**config.mk**
```make
export PLATFORM = sky130hd
export DESIGN_NAME = excitation_bias_config_regs
export DESIGN_NICKNAME = d
export VERILOG_FILES = /design/src/shared/excitation_bias_pkg.sv /design/src/verilog/excitation_bias_config_regs.sv
export SDC_FILE = /design/constraint.sdc
export NUM_CORES = 1
export LEC_CHECK = 0
export BUFFER_PORTS_ARGS = -buffer_cell sky130_fd_sc_hd__buf_2
export CAP_MARGIN = 10
export CELL_PAD_IN_SITES_DETAIL_PLACEMENT = 1
export CELL_PAD_IN_SITES_GLOBAL_PLACEMENT = 2
export CORE_UTILIZATION = 30
export CTS_CLUSTER_DIAMETER = 50
export CTS_CLUSTER_SIZE = 28
export DETAILED_ROUTE_END_ITERATION = 10
export GPL_TIMING_DRIVEN = 0
export PLACE_DENSITY_LB_ADDON = 0.1
export SKIP_LAST_GASP = 1
export SLEW_MARGIN = 30
export SYNTH_ARGS = -nofsm -noshare
export SYNTH_HDL_FRONTEND = slang
export SYNTH_SLANG_ARGS = --single-unit
export TNS_END_PERCENT = 30
```
**constraint.sdc**
```tcl
create_clock -name pclk -period 3.6 [get_ports pclk]
set_input_delay 0.72 -clock pclk [delete_from_list [all_inputs] [get_ports pclk]]
set_output_delay 0.72 -clock pclk [all_outputs]
set_load 0.03 [all_outputs]
```
**src/shared/excitation_bias_pkg.sv**
```systemverilog
package excitation_bias_pkg;

    // Register offsets as byte addresses (every printed offset is a multiple of four, the index times four).
    localparam logic [7:0] MAG_INDEX = 8'h06;
    localparam logic [7:0] ROUTE_INDEX = 8'h07;
    localparam logic [7:0] BIAS_INDEX = 8'h08;
    localparam logic [11:0] MAG_ADDR = 12'h018;
    localparam logic [11:0] ROUTE_ADDR = 12'h01C;
    localparam logic [11:0] BIAS_ADDR = 12'h020;

    // Reset values.
    localparam logic [7:0] MAG_RESET = 8'h00;
    localparam logic [7:0] ROUTE_RESET = 8'hFF;
    localparam logic [7:0] BIAS_RESET = 8'h00;

    // Field positions and masks.
    localparam int RAIL_BIT = 7;
    localparam int SWITCH_BIT = 6;
    localparam logic [7:0] MAG_WRITE_MASK = 8'hCF;
    localparam int LEVEL_BIT = 7;

    // Magnitude codes.
    localparam logic [3:0] MAG_OFF = 4'h0;
    localparam logic [3:0] MAG_LAST = 4'h9;

    // Routing codes.
    localparam logic [3:0] ROUTE_LAST_INPUT = 4'hB;
    localparam logic [3:0] ROUTE_COMMON = 4'hC;
    localparam logic [3:0] ROUTE_REFP = 4'h6;
    localparam logic [3:0] ROUTE_REFN = 4'h7;
    localparam logic [3:0] ROUTE_LAST_SMALL = 4'h7;

    // Decoded destination of one current source.
    typedef struct packed {
        logic [11:0] to_input;
        logic to_common;
        logic to_ref_positive;
        logic to_ref_negative;
    } source_route_t;

    // Sensor bias controls.
    typedef struct packed {
        logic generator_enable;
        logic level_twelfth;
        logic to_common;
        logic [5:0] to_input;
    } bias_ctrl_t;

endpackage

```
**src/verilog/excitation_bias_config_regs.sv**
```systemverilog
// Decided for this implementation: the APB interface to the registers.
`timescale 1ns/1ps
`default_nettype none

module excitation_bias_config_regs #(
    parameter int SIX_INPUT_VARIANT = 0
) (
    // APB slave.
    input wire logic pclk,
    input wire logic presetn,
    input wire logic psel,
    input wire logic penable,
    input wire logic pwrite,
    input wire logic [11:0] paddr,
    input wire logic [31:0] pwdata,
    output logic [31:0] prdata,
    output logic pready,
    output logic pslverr,
    // Device state.
    input wire logic power_down,
    // Analog controls.
    output logic rail_monitor_enable,
    output logic low_side_switch,
    output logic [3:0] current_magnitude,
    output excitation_bias_pkg::source_route_t first_source_route,
    output excitation_bias_pkg::source_route_t second_source_route,
    output excitation_bias_pkg::bias_ctrl_t bias_voltage
);

    logic [7:0] excitation_magnitude_reg;
    logic [7:0] current_routing_reg;
    logic [7:0] sensor_bias_control_reg;
    logic pd_meta_reg;
    logic pd_sync_reg;
    logic access;
    logic hit_mag;
    logic hit_route;
    logic hit_bias;
    logic mapped;
    excitation_bias_pkg::source_route_t first_next;
    excitation_bias_pkg::source_route_t second_next;
    excitation_bias_pkg::bias_ctrl_t bias_next;

    // The slave answers in the first access cycle, so no wait states are ever inserted.
    assign access = psel & penable;
    assign hit_mag = paddr == excitation_bias_pkg::MAG_ADDR;
    assign hit_route = paddr == excitation_bias_pkg::ROUTE_ADDR;
    assign hit_bias = paddr == excitation_bias_pkg::BIAS_ADDR;
    assign mapped = hit_mag | hit_route | hit_bias;
    assign pready = 1'b1;
    assign pslverr = access & ~mapped;

    // Power-down arrives from another block's timing, so it is synchronised before use.
    always_ff @(posedge pclk or negedge presetn) begin
        if (!presetn) begin
            pd_meta_reg <= 1'b0;
            pd_sync_reg <= 1'b0;
        end else begin
            pd_meta_reg <= power_down;
            pd_sync_reg <= pd_meta_reg;
        end
    end

    // Magnitude register; reserved bits 5:4 are masked so they can never hold a one.
    always_ff @(posedge pclk or negedge presetn) begin
        if (!presetn) begin
            excitation_magnitude_reg <= excitation_bias_pkg::MAG_RESET;
        end else if (access && pwrite && hit_mag) begin
            excitation_magnitude_reg <= pwdata[7:0] & excitation_bias_pkg::MAG_WRITE_MASK;
        end
    end

    // Routing register.
    always_ff @(posedge pclk or negedge presetn) begin
        if (!presetn) begin
            current_routing_reg <= excitation_bias_pkg::ROUTE_RESET;
        end else if (access && pwrite && hit_route) begin
            current_routing_reg <= pwdata[7:0];
        end
    end

    // Bias register.
    always_ff @(posedge pclk or negedge presetn) begin
        if (!presetn) begin
            sensor_bias_control_reg <= excitation_bias_pkg::BIAS_RESET;
        end else if (access && pwrite && hit_bias) begin
            sensor_bias_control_reg <= pwdata[7:0];
        end
    end

    // Read mux; unmapped addresses read zero and raise pslverr.
    always_comb begin
        prdata = 32'h0000_0000;
        if (hit_mag) begin
            prdata[7:0] = excitation_magnitude_reg;
        end else if (hit_route) begin
            prdata[7:0] = current_routing_reg;
        end else if (hit_bias) begin
            prdata[7:0] = sensor_bias_control_reg;
        end
    end

    // Decode one routing field; a function keeps both sources on the same encoding.
    function automatic excitation_bias_pkg::source_route_t decode_route(input logic [3:0] code);
        excitation_bias_pkg::source_route_t r;
        r = '0;
        if (SIX_INPUT_VARIANT != 0) begin
            // The small part has only six inputs; codes 6 and 7 reach the second reference pins.
            if (code == excitation_bias_pkg::ROUTE_REFP) begin
                r.to_ref_positive = 1'b1;
            end else if (code == excitation_bias_pkg::ROUTE_REFN) begin
                r.to_ref_negative = 1'b1;
            end else if (code < excitation_bias_pkg::ROUTE_REFP) begin
                r.to_input[code] = 1'b1;
            end else if (code == excitation_bias_pkg::ROUTE_COMMON) begin
                r.to_common = 1'b1;
            end
        end else begin
            if (code <= excitation_bias_pkg::ROUTE_LAST_INPUT) begin
                r.to_input[code] = 1'b1;
            end else if (code == excitation_bias_pkg::ROUTE_COMMON) begin
                r.to_common = 1'b1;
            end
        end
        return r;
    endfunction

    // Output decode, registered so the analog controls never glitch.
    always_comb begin
        first_next = decode_route(current_routing_reg[3:0]);
        second_next = decode_route(current_routing_reg[7:4]);
        bias_next.level_twelfth = sensor_bias_control_reg[excitation_bias_pkg::LEVEL_BIT];
        bias_next.to_common = sensor_bias_control_reg[6];
        bias_next.to_input = sensor_bias_control_reg[5:0];
        bias_next.generator_enable = |sensor_bias_control_reg[6:0];
    end

    // Analog controls follow a written field at the next clock.
    always_ff @(posedge pclk or negedge presetn) begin
        if (!presetn) begin
            rail_monitor_enable <= 1'b0;
            low_side_switch <= 1'b0;
            current_magnitude <= excitation_bias_pkg::MAG_OFF;
            first_source_route <= '0;
            second_source_route <= '0;
            bias_voltage <= '0;
        end else begin
            rail_monitor_enable <= excitation_magnitude_reg[excitation_bias_pkg::RAIL_BIT];
            // Power-down overrides the stored switch bit so the load is never left powered.
            low_side_switch <= excitation_magnitude_reg[excitation_bias_pkg::SWITCH_BIT] & ~pd_sync_reg;
            // One shared magnitude drives both sources; undefined codes fall back to off.
            if (excitation_magnitude_reg[3:0] > excitation_bias_pkg::MAG_LAST) begin
                current_magnitude <= excitation_bias_pkg::MAG_OFF;
            end else begin
                current_magnitude <= excitation_magnitude_reg[3:0];
            end
            first_source_route <= first_next;
            second_source_route <= second_next;
            bias_voltage <= bias_next;
        end
    end
endmodule

`default_nettype wire

```
# Yosys cells after proc, flatten, opt, wreduce, memory -nomap -nowiden

Index checks and enable logic that the tools add are counted.

Latch bits: 0
Register bits after elaboration: 65
Output and inout bits: 79
Memories kept: 0
Input port bits: 50
Memory bits (read-only): 0
Word-level logic and storage cells: 56
Bits in writable memories: 0

Bitwise operators: 7
Multiply operators: 0
Divide/modulo/power cells: 0
Equality and inequality tests: 5
$lt $le $gt $ge: 7
Multiplexer cells: 14
Reductions and logical operators: 7
Shifts and indexed selects: 0
Add/subtract/negate cells: 0

Operators by type and width:

| operator                                                    | count |
|---|---|
| equality test 12 x 5 -> 1 bit (second input constant)       | 2 |
| 2-to-1 mux 12 bit                                           | 2 |
| 2-to-1 mux 8 bit                                            | 3 |
| equality test 12 x 6 -> 1 bit (second input constant)       | 1 |
| less-than comparator 4 x 5 -> 1 bit (second input constant) | 2 |
| demux 1 bit (select 4 bit)                                  | 2 |
| equality test 4 bit (second input constant)                 | 2 |
| >= comparator 4 x 1 -> 1 bit (second input constant)        | 2 |
| <= comparator 4 bit (second input constant)                 | 2 |
| OR reduction 7 bit                                          | 1 |
| logical AND 1 bit                                           | 6 |
| 2-to-1 mux 1 bit                                            | 6 |
| greater-than comparator 4 bit (second input constant)       | 1 |
| 2-to-1 mux 4 bit                                            | 1 |
| bitwise AND 1 bit                                           | 3 |
| inverter 1 bit                                              | 2 |
| bitwise OR 1 bit                                            | 2 |

# Logic depth before layout (Yosys ltp)

Gate-level depths: netlist of the first run.

Depth in word-level cells: 5
Mapped depth: 4
Gate-level depth less buffers: 3

# Worst setup path before layout of the first run

OpenSTA, ideal clock, no wires.

Kind: input to output
From: input port paddr[9]
To: output port prdata[0]
Buffers on the path: 1
Stages: 4
Slack: 0.156 ns
Data required time: 2.880 ns
Arrival time: 2.724 ns
Cell sequence: or4_1 buf_2 or4_1 a221oi_1

Longest elaborated chain between the ends: 4
Elaborated cells on any way between the ends: 6
Classes of those cells: eq/ne: 3; mux: 3

RTL lines:

| element                       | RTL line                          | source |
|---|---|---|
| from (decl)                   | excitation_bias_config_regs.sv:14 | `input wire logic [11:0] paddr,` |
| equality test 12 x 6 -> 1 bit | excitation_bias_config_regs.sv:48 | `assign hit_bias = paddr == excitation_bias_pkg::BIAS_ADDR;` |
| 2-to-1 mux 8 bit              | excitation_bias_config_regs.sv:98 | `end else if (hit_bias) begin` |
| 2-to-1 mux 8 bit              | excitation_bias_config_regs.sv:96 | `end else if (hit_route) begin` |
| 2-to-1 mux 8 bit (*)          | excitation_bias_config_regs.sv:94 | `if (hit_mag) begin` |
| to (decl)                     | excitation_bias_config_regs.sv:16 | `output logic [31:0] prdata,` |

Every way passes the cells marked *; elsewhere a longest branch is shown, timed or not.

# Worst setup path after layout of the first run

From: input port paddr[9]
To: output port prdata[3]

Same word-level chain as after synthesis.

==> results of run 1 <==
cells in the mapped netlist:
| cell | number |
|---|---|
| dfrtp_1 | 57 |
| buf_4 | 29 |
| mux2_2 | 21 |
| nor2_1 | 16 |
| nor3_1 | 16 |
| clkbuf_1 | 9 |
| nand2_1 | 9 |
| dfstp_2 | 8 |
| nand2b_1 | 8 |
| inv_1 | 5 |
| o21ai_0 | 5 |
| a221oi_1 | 4 |
| nand3_1 | 4 |
| nor4_1 | 4 |
| a21oi_1 | 3 |
| nor4_4 | 3 |
| a211oi_1 | 2 |
| conb_1 | 2 |
| nand4_1 | 2 |
| o211ai_1 | 2 |
| or2_2 | 2 |
| or4_1 | 2 |
| or4bb_1 | 2 |
| and3b_1 | 1 |
| buf_2 | 1 |
| mux2_1 | 1 |
| nand3b_1 | 1 |
| nor2b_1 | 1 |
| nor4b_1 | 1 |
| o211a_1 | 1 |
| or3_1 | 1 |
| or3b_2 | 1 |
| or4b_1 | 1 |
| or4b_2 | 1 |
power by group:
part	leakage, nW	switching [mW]	total (mW)	internal [mW]
Combinational	0.938	0.0806	0.122	0.0413
Clock	0.0974	0.268	0.605	0.338
Sequential	0.864	0.000654	0.733	0.733
cell usage in the layout, fill, tap and decap left out, types with 4 or more instances in the layout:
master and n:
a221oi_1 4, buf_2 76, buf_4 30, clkbuf_1 12, clkbuf_8 10, conb_1 29, dfrtp_1 57, dfstp_2 8
inv_1 5, mux2_2 21, nand2_1 9, nand2b_1 8, nand3_1 4, nor2_1 16, nor3_1 16, nor4_1 4
o21ai_0 5
path summary, 6_finish.rpt:
kind	startpoint	slack, ns	end	cells past startpoint
max	paddr[9]	0.23	prdata[3]	6
min	presetn	0.26	second_source_route[6]	1
max reg2reg	current_routing_reg[2]	2.29	first_source_route[7]	3
min reg2reg	pd_meta_reg	0.36	pd_sync_reg	0
max in group asynchronous	presetn	2.77	current_routing_reg[1]	2
min in group pclk	pd_meta_reg	0.36	pd_sync_reg	0
through the flow:
stage / setup TNS [ns] / worst slack (ns)
floorplan: 0 / 0.156
global placement: -0.130 / -0.0432
detailed placement: 0 / 0.181
CTS: 0 / 0.189
global route: 0 / 0.0777
finish: 0 / 0.230
final cells by class:
cell class | count | area, sq um
multi-input cells | 144 | 940
repair buffers | 77 | 410
clock inverters | 3 | 40.0
inverters | 5 | 18.8
plain buffers | 39 | 256
clock buffers | 13 | 149
fillers | 1006 | 5220
well taps | 108 | 135
flip-flops and latches | 65 | 1640
logic make-up after synthesis:
| family | share of synthesized area |
|---|---|
| AOI/OAI and AO/OA | 0.0419 |
| buffers and inverters | 0.100 |
| DFF | 0.596 |
| muxes | 0.0903 |
| other | 0.00274 |
| and+or+nand+nor | 0.168 |
metal layers:
layer,part of all wire,track usage,up-vias
met5,0,0,-
met1,0.46,0.182,895
met4,0.019,0.0699,0
met3,0.068,0.0353,10
li1,-,-,956
met2,0.45,0.208,77
==> reports/results.txt, run 1 <==
status -> complete, but fails checks
failing checks -> design-rule violations
post-layout util -> 0.407
Initial DRT Pass Iterations -> 7
max-cap violations -> 0
Cells after DPL -> 438
clk root buf -> clkbuf_8
Power Density -> 407 nW/um^2
Antenna Nets Post-Route -> 0
most used cell, CP -> buf_2
1st-iter DRT viols -> 42
Yosys top cell by area -> dfrtp_1
Slowest-stage cell, CP -> or4_1
Seq/Total Area, Yosys -> 0.596
antenna violations before repair -> 0
worst slew pin tran -> 0.746 ns
YS warnings -> 0
cell family with most CP delay -> simple AND/OR/NAND/NOR gates
Cell Chain, Critical Path -> buf_2, or4_1, buf_2, or4_1, a221oi_1, buf_2
worst path bufs/invs -> 3
crit path kind -> input port to output port
# Post-CTS Setup Buffers -> 0
Skew-Pair Late Insertion Delay -> 0.34 ns
final WL -> 6.26 mm
WHS -> 0.264 ns
pin count of the biggest net entering global routing -> 47
clock skew -> 0.00647 ns
synth top area cells -> dfrtp_1 52%, mux2_2 8.6%, buf_4 7.9%
RSZ-0062 raised after global routing -> false
Worst-path clk slew -> 0.07 ns
GPL Wtd Cong -> 0.699
ant diodes -> 0
row count -> 34
# hold bufs at CTS -> 0
core footprint -> 8810 sq um
Sinks on Clock Net -> 65
vias in the first global route -> 1932
worst path required time -> 2.88 ns
Final nets -> 391
IO buf count -> 75
Synth top area share -> 0.520
final hold violation count -> 0
DRC errors left -> 8
Die H -> 97.6 um
fin crit period -> 3.37 ns
gr usage total -> 0.138
crit end category -> output port
final setup violation count -> 0
CTS max path bufs -> 2
Max FO, Critical Path -> 6
Layout area overhead -> 30.7%
critical path's largest stage delay -> 0.56 ns
drt wl/cell -> 13.8 um
total power -> 1.46 mW
drt via density -> 4.27
Num CTS Buffers -> 9
Die X -> 97.6 um
die area -> 9530 sq um
starting density of the core -> 0.312
first-pass GRT wire length -> 9.95 mm
hpwl dp -> 4.57 mm
Leak Pwr -> 1.90 nW
CP Launch Type -> input port
# H-tree levels -> 3
Ports -> 129
final period utilization -> 0.936
Max IR drop VDD -> 134 uV
Syn Area/Cell -> 12.1 sq um
layout cells sized above 1 -> 0.454
CTS tree -> built
Synth Register Bits -> 65
Area after DPL -> 3400 sq um
relative slew slack -> 0.499
GR Overflow Total -> 0
Non-Filler Instances -> 454
final instance area -> 3590 sq um
HP Class -> input port to asynchronous set/reset pin
post-cts sizing count -> 0
post-synth cell types -> 34
DR vias -> 1938
max frequency -> 297 MHz
Largest regs -> first_source_route x13, second_source_route x13, bias_voltage x9
Mapped Cells -> 226
Worst Path Arrival -> 2.65 ns
max-slew violation count -> 0
Post-Syn Area -> 2740 sq um
No activity file was read; power rests on OpenSTA's default activity.
==> run 2, diff against run 1 <==
--- a/config.mk
+++ b/config.mk
@@ -10,6 +10,7 @@
 export CELL_PAD_IN_SITES_DETAIL_PLACEMENT = 1
 export CELL_PAD_IN_SITES_GLOBAL_PLACEMENT = 2
 export CORE_UTILIZATION = 30
+export CTS_BUF_LIST = sky130_fd_sc_hd__clkbuf_4
 export CTS_CLUSTER_DIAMETER = 50
 export CTS_CLUSTER_SIZE = 28
 export DETAILED_ROUTE_END_ITERATION = 10
==> reports/results.txt, run 2 (synthesis gave the netlist of run 1 again) <==
Layout area overhead -> 28.7% (was 30.7%)
crit path kind -> input port to output port (unchanged)
CTS max path bufs -> 2 (unchanged)
Die H -> 97.6 um (unchanged)
ant diodes -> 0 (unchanged)
Antenna Nets Post-Route -> 0 (unchanged)
1st-iter DRT viols -> 43 (was 42)
Leak Pwr -> 1.88 nW (was 1.90 nW)
max-slew violation count -> 0 (unchanged)
final WL -> 6.23 mm (was 6.26 mm)
Die X -> 97.6 um (unchanged)
CP Launch Type -> input port (unchanged)
CTS tree -> built (unchanged)
FILL cells -> 1013 (was 1006)
core footprint -> 8810 sq um (unchanged)
critical path's largest stage delay -> 0.56 ns (about the same)
first-pass GRT wire length -> 9.87 mm (was 9.95 mm)
drt via density -> 4.30 (was 4.27)
commonest non-fill, non-tap cell in the layout -> buf_2 (unchanged)
GR Overflow Total -> 0 (unchanged)
die area -> 9530 sq um (unchanged)
Worst Path Arrival -> 2.65 ns (about the same)
clock skew -> 0.0117 ns (was 0.00647 ns)
Ports -> 129 (unchanged)
hpwl dp -> 4.57 mm (unchanged)
vias in the first global route -> 1928 (was 1932)
Worst-path clk slew -> 0.10 ns (was 0.07 ns)
pin count of the biggest net entering global routing -> 47 (unchanged)
IO buf count -> 75 (unchanged)
RSZ-0062 raised after global routing -> false (unchanged)
pre-CTS WS -> 0.181 ns (unchanged)
worst slew pin tran -> 0.739 ns (was 0.746 ns)
Cell Chain, Critical Path -> buf_2, or4_1, buf_2, or4_1, a221oi_1, buf_2 (unchanged)
# H-tree levels -> 3 (unchanged)
Num CTS Buffers -> 9 (unchanged)
Power Density -> 379 nW/um^2 (was 407 nW/um^2)
setup TNS -> 0 ns (unchanged)
row count -> 34 (unchanged)
most used cell, CP -> buf_2 (unchanged)
final hold violation count -> 0 (unchanged)
Slowest-stage cell, CP -> or4_1 (unchanged)
HP Class -> input port to asynchronous set/reset pin (unchanged)
Max FO, Critical Path -> 6 (unchanged)
commonest cells after routing, fill and taps aside -> 76 x buf_2, 57 x dfrtp_1, 30 x buf_4 (unchanged)
final period utilization -> 0.937 (was 0.936)
relative slew slack -> 0.504 (was 0.499)
antenna violations before repair -> 0 (unchanged)
DRC errors left -> 8 (unchanged)
layout cells sized above 1 -> 0.460 (was 0.454)
post-cts sizing count -> 0 (unchanged)
post-layout util -> 0.401 (was 0.407)
clk root buf -> clkbuf_4 (was clkbuf_8)
DR vias -> 1951 (was 1938)
Non-Filler Instances -> 454 (unchanged)
gr usage total -> 0.136 (was 0.138)
drt wl/cell -> 13.7 um (was 13.8 um)
Largest regs -> first_source_route x13, second_source_route x13, bias_voltage x9 (unchanged)
max frequency -> 296 MHz (was 297 MHz)
Sinks on Clock Net -> 65 (unchanged)
Initial DRT Pass Iterations -> 7 (unchanged)
worst path required time -> 2.88 ns (about the same)
Max IR drop VDD -> 131 uV (was 134 uV)
crit end category -> output port (unchanged)
starting density of the core -> 0.312 (unchanged)
# Post-CTS Setup Buffers -> 0 (unchanged)
failing checks -> design-rule violations (unchanged)
final setup violation count -> 0 (unchanged)
total power -> 1.34 mW (was 1.46 mW)
GPL Wtd Cong -> 0.699 (unchanged)
# hold bufs at CTS -> 0 (unchanged)
setup ws final -> 0.227 ns (was 0.230 ns)
Final nets -> 391 (unchanged)
fin crit period -> 3.37 ns (about the same)
Cells after DPL -> 438 (unchanged)
status -> complete, but fails checks (unchanged)
max-cap violations -> 0 (unchanged)
Skew-Pair Late Insertion Delay -> 0.40 ns (was 0.34 ns)
## run 2: changes by cell type in the layout (fill, tap and decap cells not counted)
| cell | before | now |
|---|---|---|
| clkinv_1 | 0 | 1 |
| clkbuf_4 | 0 | 12 |
| clkbuf_8 | 10 | 0 |
| clkbuf_1 | 12 | 9 |
## run 2: path summary, 6_finish.rpt
kind,cells after the start,start,slack [ns],to
max in group asynchronous,2,presetn,2.85,current_routing_reg[5]
max reg2reg,3,current_routing_reg[7],2.28,second_source_route[11]
min,1,presetn,0.19,second_source_route[6]
min reg2reg,0,pd_meta_reg,0.36,pd_sync_reg
max,6,paddr[9],0.23,prdata[3]
min in group pclk,0,pd_meta_reg,0.36,pd_sync_reg
## run 2: through the flow
step	hold WS (ns)	area (sq um)
after floorplan	0.331	2850
after global placement	0.336	3360
after detailed placement	0.341	3400
after CTS	0.173	3530
after global routing	0.166	3530
final	0.187	3530
## run 2: metal layers
layer,vias to the layer above,global-route usage,share of wire
met2,77,0.205,0.46
li1,957,-,-
met4,0,0.0664,0.015
met3,7,0.0374,0.065
met5,-,0,0
met1,910,0.180,0.46
## run 2: power by group
| group | switching (mW) | internal (mW) |
|---|---|---|
| Clock | 0.252 | 0.231 |
| Sequential | 0.000645 | 0.732 |
| Combinational | 0.0807 | 0.0413 |
| Total | 0.333 | 1.00 |
## run 2: cell type report
| type | count | area, sq um | area share |
|---|---|---|---|
| Buffer | 39 | 256 | 0.0726 |
| Clock buffer | 12 | 90.1 | 0.0255 |
| Clock inverter | 4 | 43.8 | 0.0124 |
| Inverter | 5 | 18.8 | 0.00532 |
| Multi-Input combinational cell | 144 | 940 | 0.266 |
| Sequential cell | 65 | 1640 | 0.464 |
| Tap cell | 108 | 135 | 0.0383 |
| Timing Repair Buffer | 77 | 410 | 0.116 |
## run 2: critical path: cells and delay by family
kind	cells	cell delay, ns
AND/OR/NAND/NOR	2	1.06
buffers and inverters	3	0.55
AO/OA/AOI/OAI	1	0.32
==> run 3, diff against run 2 <==
--- a/config.mk
+++ b/config.mk
@@ -7,9 +7,9 @@
 export LEC_CHECK = 0
 export BUFFER_PORTS_ARGS = -buffer_cell sky130_fd_sc_hd__buf_2
 export CAP_MARGIN = 10
-export CELL_PAD_IN_SITES_DETAIL_PLACEMENT = 1
+export CELL_PAD_IN_SITES_DETAIL_PLACEMENT = 0
 export CELL_PAD_IN_SITES_GLOBAL_PLACEMENT = 2
-export CORE_UTILIZATION = 30
+export CORE_UTILIZATION = 31
 export CTS_BUF_LIST = sky130_fd_sc_hd__clkbuf_4
 export CTS_CLUSTER_DIAMETER = 50
 export CTS_CLUSTER_SIZE = 28
==> reports/results.txt, run 3 (synthesis gave the netlist of run 1 again) <==
DR WL met2 -> 2.61 mm (was 2.87 mm)
setup ws final -> 0.255 ns (was 0.227 ns)
commonest non-fill, non-tap cell in the layout -> buf_2 (unchanged)
switch share -> 0.239 (was 0.249)
worst slew pin tran -> 0.772 ns (was 0.739 ns)
Int Power -> 1.05 mW (was 1.00 mW)
status -> complete, no violations (was complete, but fails checks)
CTS max path bufs -> 2 (unchanged)
pre-CTS WS -> 0.233 ns (was 0.181 ns)
Antenna Nets Post-Route -> 0 (unchanged)
met1 WL -> 2.65 mm (was 2.86 mm)
FF-to-FF path depth -> 3 (unchanged)
Final nets -> 390 (was 391)
fin crit period -> 3.34 ns (was 3.37 ns)
DRC errors left -> 0 (was 8)
antenna violations before repair -> 0 (unchanged)
drt via density -> 4.34 (was 4.30)
max-slew violation count -> 0 (unchanged)
r2r setup slk -> 2.25 ns (was 2.28 ns)
Layout area overhead -> 28.0% (was 28.7%)
Leak Pwr -> 1.87 nW (was 1.88 nW)
CP Launch Point -> paddr[9] (unchanged)
# H-tree levels -> 3 (unchanged)
1st-iter DRT viols -> 50 (was 43)
clk root buf -> clkbuf_4 (unchanged)
die area -> 9230 sq um (was 9530 sq um)
max frequency -> 299 MHz (was 296 MHz)
worst r2r dst -> first_source_route[5] (was second_source_route[11])
ant diodes -> 0 (unchanged)
Worst-path clk slew -> 0.10 ns (about the same)
end of the critical path -> prdata[2] (was prdata[3])
GR Overflow Total -> 0 (unchanged)
relative slew slack -> 0.485 (was 0.504)
max-cap violations -> 0 (unchanged)
Sinks on Clock Net -> 65 (unchanged)
final setup violation count -> 0 (unchanged)
CTS tree -> built (unchanged)
DR vias -> 1947 (was 1951)
final period utilization -> 0.929 (was 0.937)
Max FO, Critical Path -> 6 (unchanged)
Ports -> 129 (unchanged)
drt wl/cell -> 13.0 um (was 13.7 um)
Die X -> 96.1 um (was 97.6 um)
clock network fraction of design power -> 0.384 (was 0.361)
post-cts sizing count -> 0 (unchanged)
pin count of the biggest net entering global routing -> 66 (was 47)
Skew-Pair Late Insertion Delay -> 0.41 ns (was 0.40 ns)
Sw Pwr -> 0.330 mW (was 0.333 mW)
Power Density -> 393 nW/um^2 (was 379 nW/um^2)
worst path required time -> 2.88 ns (about the same)
Die H -> 96.1 um (was 97.6 um)
Logic pwr share -> 0.085 (was 0.091)
clock skew -> 0.0171 ns (was 0.0117 ns)
HP Class -> flop to flop (was input port to asynchronous set/reset pin)
# hold bufs at CTS -> 0 (unchanged)
row count -> 33 (was 34)
Worst Path Arrival -> 2.62 ns (was 2.65 ns)
first-pass GRT wire length -> 9.24 mm (was 9.87 mm)
total power -> 1.38 mW (was 1.34 mW)
IO buf count -> 75 (unchanged)
Max Used Layer -> met4 (unchanged)
final hold violation count -> 0 (unchanged)
crit end category -> output port (unchanged)
layout cells sized above 1 -> 0.453 (was 0.460)
GPL Wtd Cong -> 0.724 (was 0.699)
hpwl dp -> 4.29 mm (was 4.57 mm)
met3 routed WL -> 466 um (was 406 um)
# Post-CTS Setup Buffers -> 0 (unchanged)
Largest regs -> first_source_route x13, second_source_route x13, bias_voltage x9 (unchanged)
worst r2r src -> current_routing_reg[1] (was current_routing_reg[7])
core footprint -> 8380 sq um (was 8810 sq um)
starting density of the core -> 0.327 (was 0.312)
final WL -> 5.84 mm (was 6.23 mm)
Num CTS Buffers -> 9 (unchanged)
crit path kind -> input port to output port (unchanged)
gr usage total -> 0.140 (was 0.136)
RSZ-0062 raised after global routing -> false (unchanged)
Sequential Power Share -> 0.531 (was 0.548)
CP Launch Type -> input port (unchanged)
vias in the first global route -> 1800 (was 1928)
Max IR drop VDD -> 134 uV (was 131 uV)
Initial DRT Pass Iterations -> 4 (was 7)
commonest cells after routing, fill and taps aside -> 76 x buf_2, 57 x dfrtp_1, 30 x buf_4 (unchanged)
## run 3: power by group through the flow
| stage | clock network [mW] | registers (mW) | logic, mW |
|---|---|---|---|
| detailed placement | 0 | 0.747 | 0.118 |
| floorplan | 0 | 0.748 | 0.0785 |
| CTS | 0.546 | 0.733 | 0.118 |
| finish | 0.530 | 0.733 | 0.118 |
| global placement | 0 | 0.747 | 0.116 |
| global route | 0.578 | 0.733 | 0.128 |
## run 3: worst max-delay path, stage by stage
cell	delay [ns]
buf_2	0.09
or4_1	0.50
buf_2	0.19
or4_1	0.56
a221oi_1	0.30
buf_2	0.26
## run 3: final cells by class
cell class / instances / area, sq um
fillers: 854 / 4870
flip-flops and latches: 65 / 1640
multi-input cells: 144 / 940
repair buffers: 76 / 383
plain buffers: 39 / 256
well taps: 105 / 131
clock buffers: 10 / 75.1
clock inverters: 5 / 72.6
inverters: 5 / 18.8
## run 3: how the worst min path moves through the flow
stage	depth (start not counted)	start	to	slack, ns
finish	0	pd_meta_reg	pd_sync_reg	0.36
global route	0	pd_meta_reg	pd_sync_reg	0.39
CTS	0	pd_meta_reg	pd_sync_reg	0.37
detailed placement	0	pd_meta_reg	pd_sync_reg	0.35
global placement	0	pd_meta_reg	pd_sync_reg	0.34
floorplan	0	pd_meta_reg	pd_sync_reg	0.33
## run 3: metal layers
metal	track usage	vias to the layer above
li1	-	963
met1	0.181	890
met2	0.206	82
met3	0.0458	12
met4	0.0746	0
met5	0	-
## run 3: stage by stage
step,hold slack [ns],setup TNS [ns],instance area [sq um],cells,utilization
finish,0.364,0,3510,449,0.419
floorplan,0.331,0,2850,253,-
global route,0.389,0,3510,449,0.419
global placement,0.335,-0.404,3350,433,0.400
CTS,0.372,0,3510,449,0.419
detailed placement,0.347,0,3370,434,0.402
